<file path="config.mk">
export PLATFORM = sky130hd
export DESIGN_NAME = ces_supervisor
export DESIGN_NICKNAME = d
export VERILOG_FILES = /design/src/verilog/ces_pkg.sv /design/src/verilog/ces_term_map.sv /design/src/verilog/ces_supervisor.sv
export VERILOG_INCLUDE_DIRS = /design/src /design/src/verilog
export SDC_FILE = /design/constraint.sdc
export NUM_CORES = 1
export LEC_CHECK = 0
export ABC_AREA = 1
export BUFFER_PORTS_ARGS = -buffer_cell sky130_fd_sc_hd__buf_2
export CAP_MARGIN = 0
export CORE_ASPECT_RATIO = 1.1
export CORE_MARGIN = 2
export CORE_UTILIZATION = 61
export CTS_CLUSTER_SIZE = 8
export DETAILED_ROUTE_END_ITERATION = 6
export PLACE_DENSITY = 0.85
export SLEW_MARGIN = 20
export SYNTH_ARGS = -nofsm -noshare
export SYNTH_HDL_FRONTEND = slang
export SYNTH_SLANG_ARGS = --single-unit
</file>
<file path="constraint.sdc">
create_clock -name i_mclk -period 9.43 [get_ports i_mclk]
set_clock_uncertainty 0.05 [all_clocks]
set_input_delay 2.3575 -clock i_mclk [delete_from_list [all_inputs] [get_ports i_mclk]]
set_output_delay 2.3575 -clock i_mclk [all_outputs]
set_load 0.02 [all_outputs]
</file>
<file path="src/verilog/ces_regs.svh">
`ifndef CES_REGS_SVH
`define CES_REGS_SVH

// retry limit setting: default and top of range
`define CES_RETRY_DEFAULT   16'h0001
`define CES_RETRY_MAX       16'h000A
// shared "function off" code for retry limit and silence timeout
`define CES_DISABLE_CODE    16'h270F
// silence timeout setting in tenths of a second
`define CES_TIMEOUT_DEFAULT 16'h0000
`define CES_TIMEOUT_MAX     16'h270E
// fault stop mode setting
`define CES_STOP_DEFAULT    2'h0
`define CES_STOP_DECEL      2'h1
`define CES_STOP_RESTART    2'h2
// output terminal function codes for the minor alarm
`define CES_LF_POS_CODE     16'h0062
`define CES_LF_NEG_CODE     16'h00C6
// consecutive error counter saturation
`define CES_ERR_SAT         4'hF
// silence timer base: 0.1 s at a 5 ns clock
`define CES_TICK_NS         32'h05F5_E100
`define CES_CLK_NS          32'h0000_0005
`define CES_TICK_CYCLES     (`CES_TICK_NS / `CES_CLK_NS)

`endif

</file>
<file path="src/verilog/ces_pkg.sv">
package ces_pkg;

  // which setting a write targets
  typedef enum logic [1:0] {
    CES_SEL_RETRY,
    CES_SEL_TIMEOUT,
    CES_SEL_STOP,
    CES_SEL_NONE
  } ces_sel_e;

  // supervisor state
  typedef enum logic [2:0] {
    CES_ST_RUN,
    CES_ST_COAST,
    CES_ST_DECEL,
    CES_ST_TRIPPED,
    CES_ST_HOLD
  } ces_state_e;

  // live copy of the three supervisor settings
  typedef struct packed {
    logic [15:0] retry_limit;
    logic [15:0] timeout;
    logic [1:0]  stop_mode;
  } ces_cfg_s;

  // motor-side commands toward the ramp generator
  typedef struct packed {
    logic coast;
    logic decel;
    logic restart;
  } ces_motor_s;

endpackage

</file>
<file path="src/verilog/ces_term_map.sv">
`timescale 1ns/1ps
`include "ces_regs.svh"

module ces_term_map #(
  parameter int N_TERM = 3
) (
  // clock and reset
  input  wire logic                   i_mclk,
  input  wire logic                   i_rst,
  // alarm level and terminal assignments
  input  wire logic                   i_minor,
  input  wire logic [N_TERM-1:0][15:0] i_func,
  // terminal levels
  output logic      [N_TERM-1:0]      o_term
);

  initial begin
    if (N_TERM < 1) begin
      $error("ces_term_map: N_TERM must be at least 1");
    end
  end

  // one output flop per terminal; unassigned terminals stay low
  for (genvar t = 0; t < N_TERM; t++) begin : g_term
    always_ff @(posedge i_mclk) begin
      if (i_rst) begin
        o_term[t] <= 1'b0;
      end else if (i_func[t] == `CES_LF_POS_CODE) begin
        o_term[t] <= i_minor;
      end else if (i_func[t] == `CES_LF_NEG_CODE) begin
        o_term[t] <= ~i_minor;
      end else begin
        o_term[t] <= 1'b0;
      end
    end
  end

endmodule

</file>
<file path="src/verilog/ces_supervisor.sv">
// Behaviour
// - after any link setting change, refuse link traffic until reset.
// - retry limit holds 0 to 10, defaults to 1 after reset.
// - consecutive receive errors above limit trip the link fault, stop per mode.
// - retry limit 9999 never trips; each receive error raises minor alarm.
// - minor alarm reaches a terminal only with code 98 or 198.
// - timeout 0 keeps link usable; trips at once in link command mode.
// - timeout 0.1 to 999.8 s trips once silence outlasts the interval.
// - stop mode 1 decelerates, then shows fault and fault output; stays stopped.
// - settings writable only when read select is 0 or option attached.
// - timeout 9999 disables silence checking entirely.
// - any received frame clears the silence timer, any station number.
// - stop mode 2 restarts automatically with prior commands once fault clears.
// - stop modes 0 and 3 coast, show fault and output, stay stopped.
`timescale 1ns/1ps
`include "ces_regs.svh"

module ces_supervisor #(
  parameter int N_TERM      = 3,
  parameter int TICK_CYCLES = `CES_TICK_CYCLES
) (
  // clock and reset
  input  wire logic                    i_mclk,
  input  wire logic                    i_rst,
  // link events from the frame parser
  input  wire logic                    i_frame_ok,
  input  wire logic                    i_frame_err,
  input  wire logic                    i_cfg_changed,
  input  wire logic                    i_link_cmd_mode,
  // setting writes
  input  wire logic                    i_set_wr,
  input  wire ces_pkg::ces_sel_e       i_set_sel,
  input  wire logic [15:0]             i_set_data,
  input  wire logic [15:0]             i_user_group_read_select,
  input  wire logic                    i_comm_opt_attached,
  input  wire logic [N_TERM-1:0][15:0] i_output_terminal_function,
  // ramp generator status
  input  wire logic                    i_motor_stopped,
  // status and control outputs
  output logic                         o_link_enable,
  output logic                         o_set_ack,
  output logic                         o_set_nak,
  output ces_pkg::ces_motor_s          o_motor,
  output logic                         o_comm_fault_trip,
  output logic                         o_fault_out,
  output logic                         o_minor_fault_alarm,
  output logic [3:0]                   o_err_count,
  output logic [N_TERM-1:0]            o_term
);

  initial begin
    if (TICK_CYCLES < 1) begin
      $error("ces_supervisor: TICK_CYCLES must be at least 1");
    end
  end

  ces_pkg::ces_cfg_s   cfg_reg;
  ces_pkg::ces_cfg_s   pend_reg = '{`CES_RETRY_DEFAULT, `CES_TIMEOUT_DEFAULT, `CES_STOP_DEFAULT};
  ces_pkg::ces_state_e state_reg;
  ces_pkg::ces_state_e state_next;
  logic                refuse_reg;
  logic [3:0]          err_cnt_reg;
  logic                minor_reg;
  logic                armed_reg;
  logic [31:0]         tick_reg;
  logic [15:0]         tenths_reg;
  logic                rx_ok;
  logic                rx_err;
  logic                rx_any;
  logic                wr_allowed;
  logic                wr_in_range;
  logic                retry_trip;
  logic                zero_trip;
  logic                silence_trip;
  logic                trip_evt;
  logic                mode2_clear;
  logic [4:0]          err_plus;

  // frames are ignored while the link is refused
  // gate link traffic
  assign rx_ok  = i_frame_ok & ~refuse_reg;
  assign rx_err = i_frame_err & ~refuse_reg;
  assign rx_any = rx_ok | rx_err;

  // write permission and range check
  // write permission
  assign wr_allowed = (i_user_group_read_select == 16'h0000) | i_comm_opt_attached;
  always_comb begin
    case (i_set_sel)
      ces_pkg::CES_SEL_RETRY:   wr_in_range = (i_set_data <= `CES_RETRY_MAX) |
                                              (i_set_data == `CES_DISABLE_CODE);
      ces_pkg::CES_SEL_TIMEOUT: wr_in_range = (i_set_data <= `CES_DISABLE_CODE);
      ces_pkg::CES_SEL_STOP:    wr_in_range = (i_set_data <= 16'h0003);
      default:                  wr_in_range = 1'b0;
    endcase
  end

  // pending copy survives reset and only goes live when reset is applied
  always_ff @(posedge i_mclk) begin
    if (i_rst) begin
      cfg_reg <= pend_reg;
    end
    if (i_set_wr && wr_allowed && wr_in_range) begin
      case (i_set_sel)
        ces_pkg::CES_SEL_RETRY:   pend_reg.retry_limit <= i_set_data;
        ces_pkg::CES_SEL_TIMEOUT: pend_reg.timeout     <= i_set_data;
        ces_pkg::CES_SEL_STOP:    pend_reg.stop_mode   <= i_set_data[1:0];
        default:                  pend_reg.stop_mode   <= pend_reg.stop_mode;
      endcase
    end
  end

  // write answers, one cycle after the request
  always_ff @(posedge i_mclk) begin
    if (i_rst) begin
      o_set_ack <= 1'b0;
      o_set_nak <= 1'b0;
    end else begin
      o_set_ack <= i_set_wr & wr_allowed & wr_in_range;
      o_set_nak <= i_set_wr & ~(wr_allowed & wr_in_range);
    end
  end

  // link refusal latch; only a reset releases it
  // refuse after change
  always_ff @(posedge i_mclk) begin
    if (i_rst) begin
      refuse_reg <= 1'b0;
    end else if (i_cfg_changed || (i_set_wr && wr_allowed && wr_in_range)) begin
      refuse_reg <= 1'b1;
    end
  end

  // consecutive receive error counter, saturating
  assign err_plus = {1'b0, err_cnt_reg} + 5'h01;
  always_ff @(posedge i_mclk) begin
    if (i_rst || mode2_clear) begin
      err_cnt_reg <= 4'h0;
    end else if (rx_err) begin
      if (err_cnt_reg != `CES_ERR_SAT) begin
        err_cnt_reg <= err_plus[3:0];
      end
    end else if (rx_ok) begin
      err_cnt_reg <= 4'h0;
    end
  end

  assign retry_trip = rx_err && (cfg_reg.retry_limit != `CES_DISABLE_CODE) &&
                      ({11'h000, err_plus} > cfg_reg.retry_limit);

  // minor alarm holds until an error-free frame; a new error wins
  always_ff @(posedge i_mclk) begin
    if (i_rst) begin
      minor_reg <= 1'b0;
    end else if (rx_err && (cfg_reg.retry_limit == `CES_DISABLE_CODE)) begin
      minor_reg <= 1'b1;
    end else if (rx_ok || (cfg_reg.retry_limit != `CES_DISABLE_CODE)) begin
      minor_reg <= 1'b0;
    end
  end

  // silence checking starts at the first frame in link command mode
  always_ff @(posedge i_mclk) begin
    if (i_rst || !i_link_cmd_mode || mode2_clear) begin
      armed_reg <= 1'b0;
    end else if (rx_any) begin
      armed_reg <= 1'b1;
    end
  end

  // silence timer: cycle prescaler and count of elapsed tenths
  always_ff @(posedge i_mclk) begin
    if (i_rst || rx_any || !armed_reg) begin
      tick_reg   <= 32'h0000_0000;
      tenths_reg <= 16'h0000;
    end else if (tick_reg == 32'(TICK_CYCLES - 1)) begin
      tick_reg <= 32'h0000_0000;
      if (tenths_reg != 16'hFFFF) begin
        tenths_reg <= tenths_reg + 16'h0001;
      end
    end else begin
      tick_reg <= tick_reg + 32'h0000_0001;
    end
  end

  assign silence_trip = armed_reg && !rx_any &&
                        (cfg_reg.timeout != 16'h0000) &&
                        (cfg_reg.timeout != `CES_DISABLE_CODE) &&
                        (tenths_reg > cfg_reg.timeout);
  // zero timeout trips in command mode
  assign zero_trip = i_link_cmd_mode && (cfg_reg.timeout == 16'h0000);

  assign trip_evt = retry_trip | silence_trip | zero_trip;

  assign mode2_clear = rx_ok && !zero_trip &&
                       ((state_reg == ces_pkg::CES_ST_DECEL) ||
                        (state_reg == ces_pkg::CES_ST_HOLD)) &&
                       (cfg_reg.stop_mode == `CES_STOP_RESTART);

  // stop policy sequencing
  always_comb begin
    state_next = state_reg;
    case (state_reg)
      ces_pkg::CES_ST_RUN: begin
        if (trip_evt) begin
          if (cfg_reg.stop_mode == `CES_STOP_DECEL ||
              cfg_reg.stop_mode == `CES_STOP_RESTART) begin
            state_next = ces_pkg::CES_ST_DECEL;
          end else begin
            state_next = ces_pkg::CES_ST_COAST;
          end
        end
      end
      ces_pkg::CES_ST_COAST: begin
        state_next = ces_pkg::CES_ST_TRIPPED;
      end
      ces_pkg::CES_ST_DECEL: begin
        if (mode2_clear) begin
          state_next = ces_pkg::CES_ST_RUN;
        end else if (i_motor_stopped) begin
          if (cfg_reg.stop_mode == `CES_STOP_RESTART) begin
            state_next = ces_pkg::CES_ST_HOLD;
          end else begin
            state_next = ces_pkg::CES_ST_TRIPPED;
          end
        end
      end
      ces_pkg::CES_ST_HOLD: begin
        if (mode2_clear) begin
          state_next = ces_pkg::CES_ST_RUN;
        end
      end
      ces_pkg::CES_ST_TRIPPED: begin
        state_next = ces_pkg::CES_ST_TRIPPED;
      end
      default: begin
        state_next = ces_pkg::CES_ST_TRIPPED;
      end
    endcase
  end

  always_ff @(posedge i_mclk) begin
    if (i_rst) begin
      state_reg <= ces_pkg::CES_ST_RUN;
    end else begin
      state_reg <= state_next;
    end
  end

  // registered outputs, one cycle behind the state
  always_ff @(posedge i_mclk) begin
    if (i_rst) begin
      o_motor             <= '0;
      o_comm_fault_trip   <= 1'b0;
      o_fault_out         <= 1'b0;
      o_link_enable       <= 1'b0;
      o_minor_fault_alarm <= 1'b0;
      o_err_count         <= 4'h0;
    end else begin
      // coast latches on until reset in coast modes
      o_motor.coast     <= (state_reg == ces_pkg::CES_ST_COAST) ||
                           ((state_reg == ces_pkg::CES_ST_TRIPPED) &&
                            (cfg_reg.stop_mode != `CES_STOP_DECEL));
      o_motor.decel     <= (state_reg == ces_pkg::CES_ST_DECEL) ||
                           (state_reg == ces_pkg::CES_ST_HOLD) ||
                           ((state_reg == ces_pkg::CES_ST_TRIPPED) &&
                            (cfg_reg.stop_mode == `CES_STOP_DECEL));
      o_motor.restart   <= mode2_clear;
      o_comm_fault_trip <= (state_reg == ces_pkg::CES_ST_COAST) ||
                           (state_reg == ces_pkg::CES_ST_TRIPPED) ||
                           (state_reg == ces_pkg::CES_ST_HOLD);
      // mode 2 shows the fault but never drives the fault output
      o_fault_out       <= (state_reg == ces_pkg::CES_ST_COAST) ||
                           (state_reg == ces_pkg::CES_ST_TRIPPED);
      o_link_enable     <= ~refuse_reg;
      o_minor_fault_alarm <= minor_reg;
      o_err_count       <= err_cnt_reg;
    end
  end

  // alarm routing to the output terminals
  // terminal routing
  ces_term_map #(
    .N_TERM (N_TERM)
  ) u_term_map (
    .i_mclk  (i_mclk),
    .i_rst   (i_rst),
    .i_minor (minor_reg),
    .i_func  (i_output_terminal_function),
    .o_term  (o_term)
  );

endmodule

</file>
# --- Word level (Yosys, flattened, before mapping) ---
# Cells that the tools add are included.
word_totals:
  reg_bits: 142
  input_bits: 91
  out_inout_bits: 16
  elab_cells: 139
op_classes:
  add_sub_neg: 3
  order_cmp: 5
  eq_ne: 26
  mux: 19
  bitwise: 14
  reduce_logical: 46
ops:
  columns: ["operator", "count"]
  rows:
  - ["$eq A16 B7 Y1 const B", 3]
  - ["$eq A16 B8 Y1 const B", 3]
  - ["$add A32 B1 Y32 const B", 1]
  - ["$eq A16 B14 Y1 const B", 2]
  - ["$eq A32 B25 Y1 const B", 1]
  - ["$logic_not A16 Y1", 2]
  - ["$ne A16 B14 Y1 const B", 2]
  - ["$add A16 B1 Y16 const B", 1]
  - ["$gt A16 B16 Y1", 1]
  - ["$gt A5 B16 Y1", 1]
  - ["$le A16 B14 Y1 const B", 1]
  - ["$le A16 B2 Y1 const B", 1]
  - ["$le A16 B4 Y1 const B", 1]
  - ["$ne A16 B16 Y1 const B", 1]
  - ["$reduce_bool A16 Y1", 1]
  - ["$logic_and A1 B1 Y1", 15]
  - ["$mux W3", 5]
  - ["$logic_or A1 B1 Y1", 13]
  - ["$mux W4", 3]
  - ["$reduce_and A2 Y1", 5]
  - ["$pmux W3 S3", 1]
  - ["$mux W1", 8]
  - ["$and A1 B1 Y1", 6]
  - ["$eq A3 B2 Y1 const B", 2]
  - ["other kinds (19)", 33]

# --- Logic depth before layout (Yosys ltp) ---
# Gate-level depths: netlist of the first run.
depth:
  word_depth: 12
  depth_mapped: 16
  mapped_depth_nobuf: 16

# --- Hierarchy ---
# A second synthesis of the first run with hierarchy kept.
unflattened:
  hier_cells: 794
  hier_area_um2: 6703.9
modules_own_cells:
  columns: ["mod", "instances", "cells_per_inst", "area_per_inst_um2", "seq_area_each_um2"]
  rows:
  - ["ces_supervisor", 1, 728, 6384.9, 3463.3]
  - ["ces_term_map", 1, 66, 319.1, 60.1]

# --- Worst setup path after synthesis of the first run ---
# No wires, ideal clock.
synth_timing:
  kind: "input to register"
  startpoint: "input i_set_data[11]"
  endpoint: "register pend_reg[18] in the netlist's numbering (enable)"
  setup_ps: 409
  t_arrival_ps: 4192
  required_ps: 8971
  slack_ps: 4778
  path_stages: 11
  path_buffers: 0
  cell_sequence: "inv_1 nand2_1 nor2_1 nand3_1 nor2_1 nand2_1 o21ai_0 nand2_1 nand2_1 nand2_1 nor3_1"
synth_via:
  elab_chain_cells: 5
  elab_cells_between_ends: 8
  classes_between: "order compare: 3; eq/ne: 1; mux: 1; bitwise: 1; reduce/logical: 2"
synth_lines:
  columns: ["item", "line_no", "source"]
  rows:
  - ["start, declared", "ces_supervisor.sv:33", "input wire logic [15:0] i_set_data,"]
  - ["$le A16 B4 Y1 (no source line) / $eq A16 B14 Y1 (equally long branches)", null, null]
  - ["$or A1 B1 Y1", "ces_supervisor.sv:90", "ces_pkg::CES_SEL_RETRY: wr_in_range = (i_set_data <= `CES_RETRY_MAX) |"]
  - ["$pmux W1 S3 *", "ces_supervisor.sv:89", "case (i_set_sel)"]
  - ["$logic_and A1 B1 Y1 *", "ces_supervisor.sv:103", "if (i_set_wr && wr_allowed && wr_in_range) begin"]
  - ["$reduce_and A2 Y1 (no source line) *", null, null]
  - ["end, declared", "ces_supervisor.sv:58", "ces_pkg::ces_cfg_s pend_reg = '{`CES_RETRY_DEFAULT, `CES_TIMEOUT_DEFAULT, `CES_STOP_DEFAULT};"]
# Mark *: on every way between the ends. The rest lies on a longest branch, timed or not.
# A chain may end at the register's enable or synchronous reset.

# --- Worst setup path after layout of the first run ---
layout_timing:
  startpoint: "input i_set_data[12]"
  endpoint: "register pend_reg[20] in the netlist's numbering (enable)"
# The elaborated chain is that of the path after synthesis.

==> results of run 1 <==
[logic make-up (layout without fill, tap and decap cells)]
kind of cell / after synthesis / in the layout / synth area share, %
and+or+nand+nor: 397 / 397 / 26.8
DFF: 142 / 142 / 52.5
buffers and inverters: 114 / 245 / 6.56
AOI/OAI and AO/OA: 71 / 71 / 5.89
adders and majority gates: 26 / 26 / 4.85
xor gates and xnor gates: 26 / 26 / 3.39
[routing by layer]
| metal | part of all wire [%] | wire (µm) |
|---|---|---|
| met2 | 49 | 7440 |
| met4 | 2.3 | 354 |
| met5 | 0 | 0 |
| met1 | 42 | 6350 |
| met3 | 7.4 | 1130 |
[through the flow]
stage | utilization, % | area [µm²]
finish | 73.6 | 7960
global route | 73.6 | 7960
CTS | 73.6 | 7960
detailed placement | 68.5 | 7410
global placement | 68.4 | 7400
floorplan | - | 6710
[power groups by stage]
stage | logic (mW) | clock network, mW | registers, mW
floorplan | 0.0796 | 0 | 0.690
detailed placement | 0.135 | 0 | 0.686
finish | 0.138 | 0.629 | 0.673
CTS | 0.137 | 0.634 | 0.673
global placement | 0.131 | 0 | 0.685
global route | 0.159 | 0.659 | 0.675
[cell usage in the layout, fill, tap and decap left out, drive strengths merged, types with 17 or more instances in the layout]
cell	n
nor3	26
ha	26
buf	108
nand4	23
inv	113
xor2	18
dfxtp	74
nor2	113
nand2	161
nand3	42
clkbuf	17
edfxtp	68
a21oi	48
[worst paths after layout]
check	end	slack, ns	cells past startpoint
worst max-delay path	pend_reg[20]	5.33	12
worst min-delay path	cfg_reg[30]	0.37	0
worst max register to register	tenths_reg[6]	7.13	8
worst min register to register	cfg_reg[30]	0.37	0
[final cells by class]
| cell class | count | area (µm²) | area share, % |
|---|---|---|---|
| repair buffers | 108 | 546 | 6.85 |
| inverters | 105 | 394 | 4.95 |
| multi-input cells | 520 | 2760 | 34.7 |
| clock inverters | 15 | 128 | 1.60 |
| flip-flops and latches | 142 | 3520 | 44.3 |
| well taps | 147 | 184 | 2.31 |
| clock buffers | 17 | 425 | 5.35 |
[cells in the mapped netlist, drive strengths merged (8+ instances only)]
library cell,count
nand3,42
inv,104
edfxtp,68
o21ai,10
nor3,26
nand4,23
nor4,15
a21oi,48
xnor2,8
nand2,161
dfxtp,74
ha,26
nor2,113
xor2,18
==> impl_metrics.json, run 1 <==
{
  "synthesis.nets": 893,
  "yosysTopAreaCellShare_pct": 30.4,
  "vias_per_cell": 5.46,
  "clkPwrFrac_pct": 43.7,
  "hold_viol": 0,
  "period_share_pct": 43.4,
  "startpoint_type": "input pin",
  "grt_usage_pct": 26.0,
  "p_leak_nw": 3.26,
  "worstSetupPathType": "in -> reg",
  "ant_nets": 0,
  "worstSetupStartpoint": "i_set_data[12]",
  "start_util_pct": 62.1,
  "clock-sinks": 142,
  "max-slew-margin-rel_pct": 48.4,
  "required_ns": 9.43,
  "grt_pass1_wl_um": 24400,
  "grt.busiest_layer": "met2",
  "antenna_cells": 0,
  "drc_errors": 0,
  "grt_max_degree": 53,
  "power_density_nw_per_um2": 181,
  "dp_hpwl_um": 10400,
  "grt_pass1_vias": 5266,
  "pre_cts_slack_ns": 4.95,
  "htreeDepth": 4,
  "gr-usage-met2_pct": 44.3,
  "grtUsageMet1_pct": 31.7,
  "post_cts_resized": 0,
  "place.gp.congestion": 0.852,
  "cts_setup_buffers": 0,
  "ys_seq_area_share_pct": 52.5,
  "ys_async_sr_fraction_pct": 0,
  "clock_path_buffers": 2,
  "syn_inst": 776,
  "rsz0062_at_grt": "false",
  "io_buffer_count": 106,
  "p_total_mw": 1.44,
  "synth_area_um2": 6710,
  "cp_top_family": "simple AND/OR/NAND/NOR gates",
  "worst_slack_ns": 5.33,
  "setup_tns_ns": 0,
  "swShare_pct": 26.4,
  "path_buf_inv": 2,
  "clkLatencyLatePin_ns": 0.42,
  "combPwrFrac_pct": 9.6,
  "endpoint_kind": "flop",
  "fin_crit_ns": 4.10,
  "crit_chain": "buf_2 > inv_1 > nand2_1 > nor2_1 > nand3_1 > nor2_1 > nand2_1 > o21ai_0 > nand2_1 > nand2_1 > nand2_1 > nor3_4",
  "antenna_found_initial": 0,
  "cts_tree": "yes",
  "synth_edf_count": 68,
  "yosys_warnings": 0,
  "ys_ff_latch": 142,
  "tightest_slew_ns": 0.771,
  "root_buffer": "clkbuf_16",
  "max_freq_mhz": 244,
  "critical_path.max_fanout": 16,
  "wl_per_cell_um": 14.5,
  "dp.cells": 1022,
  "setup-violations-final": 0,
  "row_count": 40,
  "dieArea_um2": 11900,
  "min_from": "pend_reg[30]",
  "worstReg2RegStart": "tick_reg[0]",
  "layout-drive-gt1-share_pct": 17.5,
  "drt_pass1_iterations": 5,
  "slowest_delay_ns": 0.63,
  "critPathSlowestCell": "nor3_4",
  "cpMostUsedCell": "nand2_1",
  "fillerInstances": 781,
  "first_iter_violations": 392,
  "max_cap_viol_count": 0,
  "p_switching_mw": 0.381,
  "synth_cell_types": 39,
  "syn_to_final_growth_pct": 18.6,
  "hold_ws_ns": 0.371,
  "worst_ep_arrival_time_ns": 4.09,
  "design.core.area_um2": 10800,
  "hp-class": "reg -> reg",
  "syn_area_per_cell_um2": 8.65,
  "hold_buffers": 0,
  "die_y_um": 114,
  "status": "finished, final reports clean",
  "die_w_um": 104,
  "clkTransAtPathRegs_ns": 0.07,
  "final_nets": 1011,
  "dr_total_vias": 5756,
  "cts-buffers-inserted": 17,
  "grt-ovfl-total": 0,
  "io_pins": 107,
  "synth_top_area_cell": "edfxtp_1",
  "routed_wl_um": 15300,
  "met3_usage_pct": 5.83,
  "vdd_ir_drop_max_mv": 0.105,
  "internal_power_mw": 1.06,
  "ys.flop_type": "dfxtp_1",
  "final_cells": 1054,
  "synth_area_leaders": "edfxtp_1 30%, dfxtp_1 22%, nand2_1 8.9%",
  "seqPwrFrac_pct": 46.7,
  "slew_viol_final": 0
}
Power figures use the tool's default switching activity.
==> run 2: changes to the inputs <==
- CORE_UTILIZATION: 61 -> 51
- PLACE_DENSITY: 0.85 -> 0.76
- clock period: 9.43 -> 3.4 ns (I/O delays scaled with it)
==> impl_metrics.json, run 2 (synthesized netlist as in run 1, its figures left out) <==
{
  "p_leak_nw": 3.27,
  "power_density_nw_per_um2": 494,
  "max-slew-margin-rel_pct": 59.8,
  "cts_setup_buffers": 0,
  "drt_pass1_iterations": 5,
  "io_buffer_count": 106,
  "setup_tns_ns": 0,
  "crit_chain": "buf_2 > inv_1 > nor2_1 > buf_4 > inv_1 > nand2_1 > nor2_1 > nand3_2 > nor3b_1",
  "hold_ws_ns": 0.371,
  "clkTransAtPathRegs_ns": 0.06,
  "antenna_found_initial": 0,
  "layout_common_cells": "159 x nand2_1, 108 x nor2_1, 106 x buf_2, 103 x inv_1, 74 x dfxtp_1",
  "hp-class": "reg -> reg",
  "vdd_ir_drop_max_mv": 0.307,
  "path_buf_inv": 4,
  "grt_pass1_vias": 5296,
  "cts-buffers-inserted": 17,
  "htreeDepth": 4,
  "startpoint_type": "input pin",
  "slew_viol_final": 0,
  "drc_errors": 0,
  "routed_wl_um": 14100,
  "cts_tree": "yes",
  "cp_top_family": "simple AND/OR/NAND/NOR gates",
  "dr_total_vias": 5533,
  "max_freq_mhz": 450,
  "worst_ep_arrival_time_ns": 2.48,
  "start_util_pct": 52.6,
  "final_nets": 1015,
  "root_buffer": "clkbuf_16",
  "worstSetupPathType": "in -> reg",
  "first_iter_violations": 264,
  "die_y_um": 124,
  "critical_path.max_fanout": 28,
  "fin_crit_ns": 2.22,
  "wl_per_cell_um": 13.2,
  "setup-violations-final": 0,
  "place.gp.congestion": 0.851,
  "rsz0062_at_grt": "false",
  "required_ns": 3.66,
  "status": "finished, final reports clean",
  "fillerInstances": 1021,
  "vias_per_cell": 5.18,
  "design.core.area_um2": 12800,
  "antenna_cells": 0,
  "critPathSlowestCell": "nand3_2",
  "ant_nets": 0,
  "dp_hpwl_um": 10500,
  "grt-ovfl-total": 0,
  "clock_path_buffers": 2,
  "max_cap_viol_count": 0,
  "hold_buffers": 0,
  "clock-sinks": 142,
  "endpoint_kind": "flop",
  "row_count": 43,
  "hold_viol": 0,
  "clkLatencyLatePin_ns": 0.42,
  "layout_commonest_cell": "nand2_1",
  "syn_to_final_growth_pct": 19.1,
  "period_share_pct": 65.4,
  "io_pins": 107,
  "tightest_slew_ns": 0.601,
  "grt_max_degree": 30,
  "dieArea_um2": 14100,
  "grt_usage_pct": 21.0,
  "post_cts_resized": 0,
  "slowest_delay_ns": 0.51,
  "layout-drive-gt1-share_pct": 17.8,
  "grt_pass1_wl_um": 23700,
  "die_w_um": 113
}
-- run 2: area by class of cell --
class                           instances  area (µm²)  area share, %
Multi-Input combinational cell        520        2750           34.4
Clock inverter                         15         124           1.55
Clock buffer                           17         425           5.32
Inverter                              105         394           4.93
Timing Repair Buffer                  112         576           7.20
Tap cell                              157         196           2.46
Sequential cell                       142        3520           44.1
-- run 2: worst paths after layout --
check              start            end  slack (ns)  cells after the start
min          pend_reg[3]     cfg_reg[3]        0.37                      0
max reg2reg  tick_reg[0]  tenths_reg[6]        1.23                      8
max          i_frame_err    tick_reg[2]        1.18                      9
min reg2reg  pend_reg[3]     cfg_reg[3]        0.37                      0
-- run 2: layer usage --
metal  track usage, %  share of wire, %  up-vias
met4             9.33               2.8        0
met3             5.40               6.3       30
met5                0                 0        -
met1             26.1                44     2477
met2             34.4                47      198
li1                 -                 -     2828
-- run 2: report_power, final --
group	switching, mW	internal [mW]	total [mW]
clock	0.749	0.952	1.70
sequential	0.0283	1.84	1.86
combinational	0.240	0.145	0.385
total	1.02	2.93	3.95
-- run 2: stage by stage --
| step | setup slack [ns] | instance area, µm² | instances | power (mW) | utilization [%] |
|---|---|---|---|---|---|
| 2_1_floorplan | 0.256 | 6710 | 776 | 2.13 | - |
| 3_3_place_gp | 0.885 | 7440 | 1036 | 2.28 | 58.4 |
| 3_5_place_dp | 0.737 | 7440 | 1036 | 2.28 | 58.4 |
| 4_1_cts | 1.18 | 7990 | 1068 | 3.98 | 62.7 |
| 5_1_grt | 0.936 | 7990 | 1068 | 4.13 | 62.7 |
| 6_report | 1.18 | 7990 | 1068 | 3.95 | 62.7 |
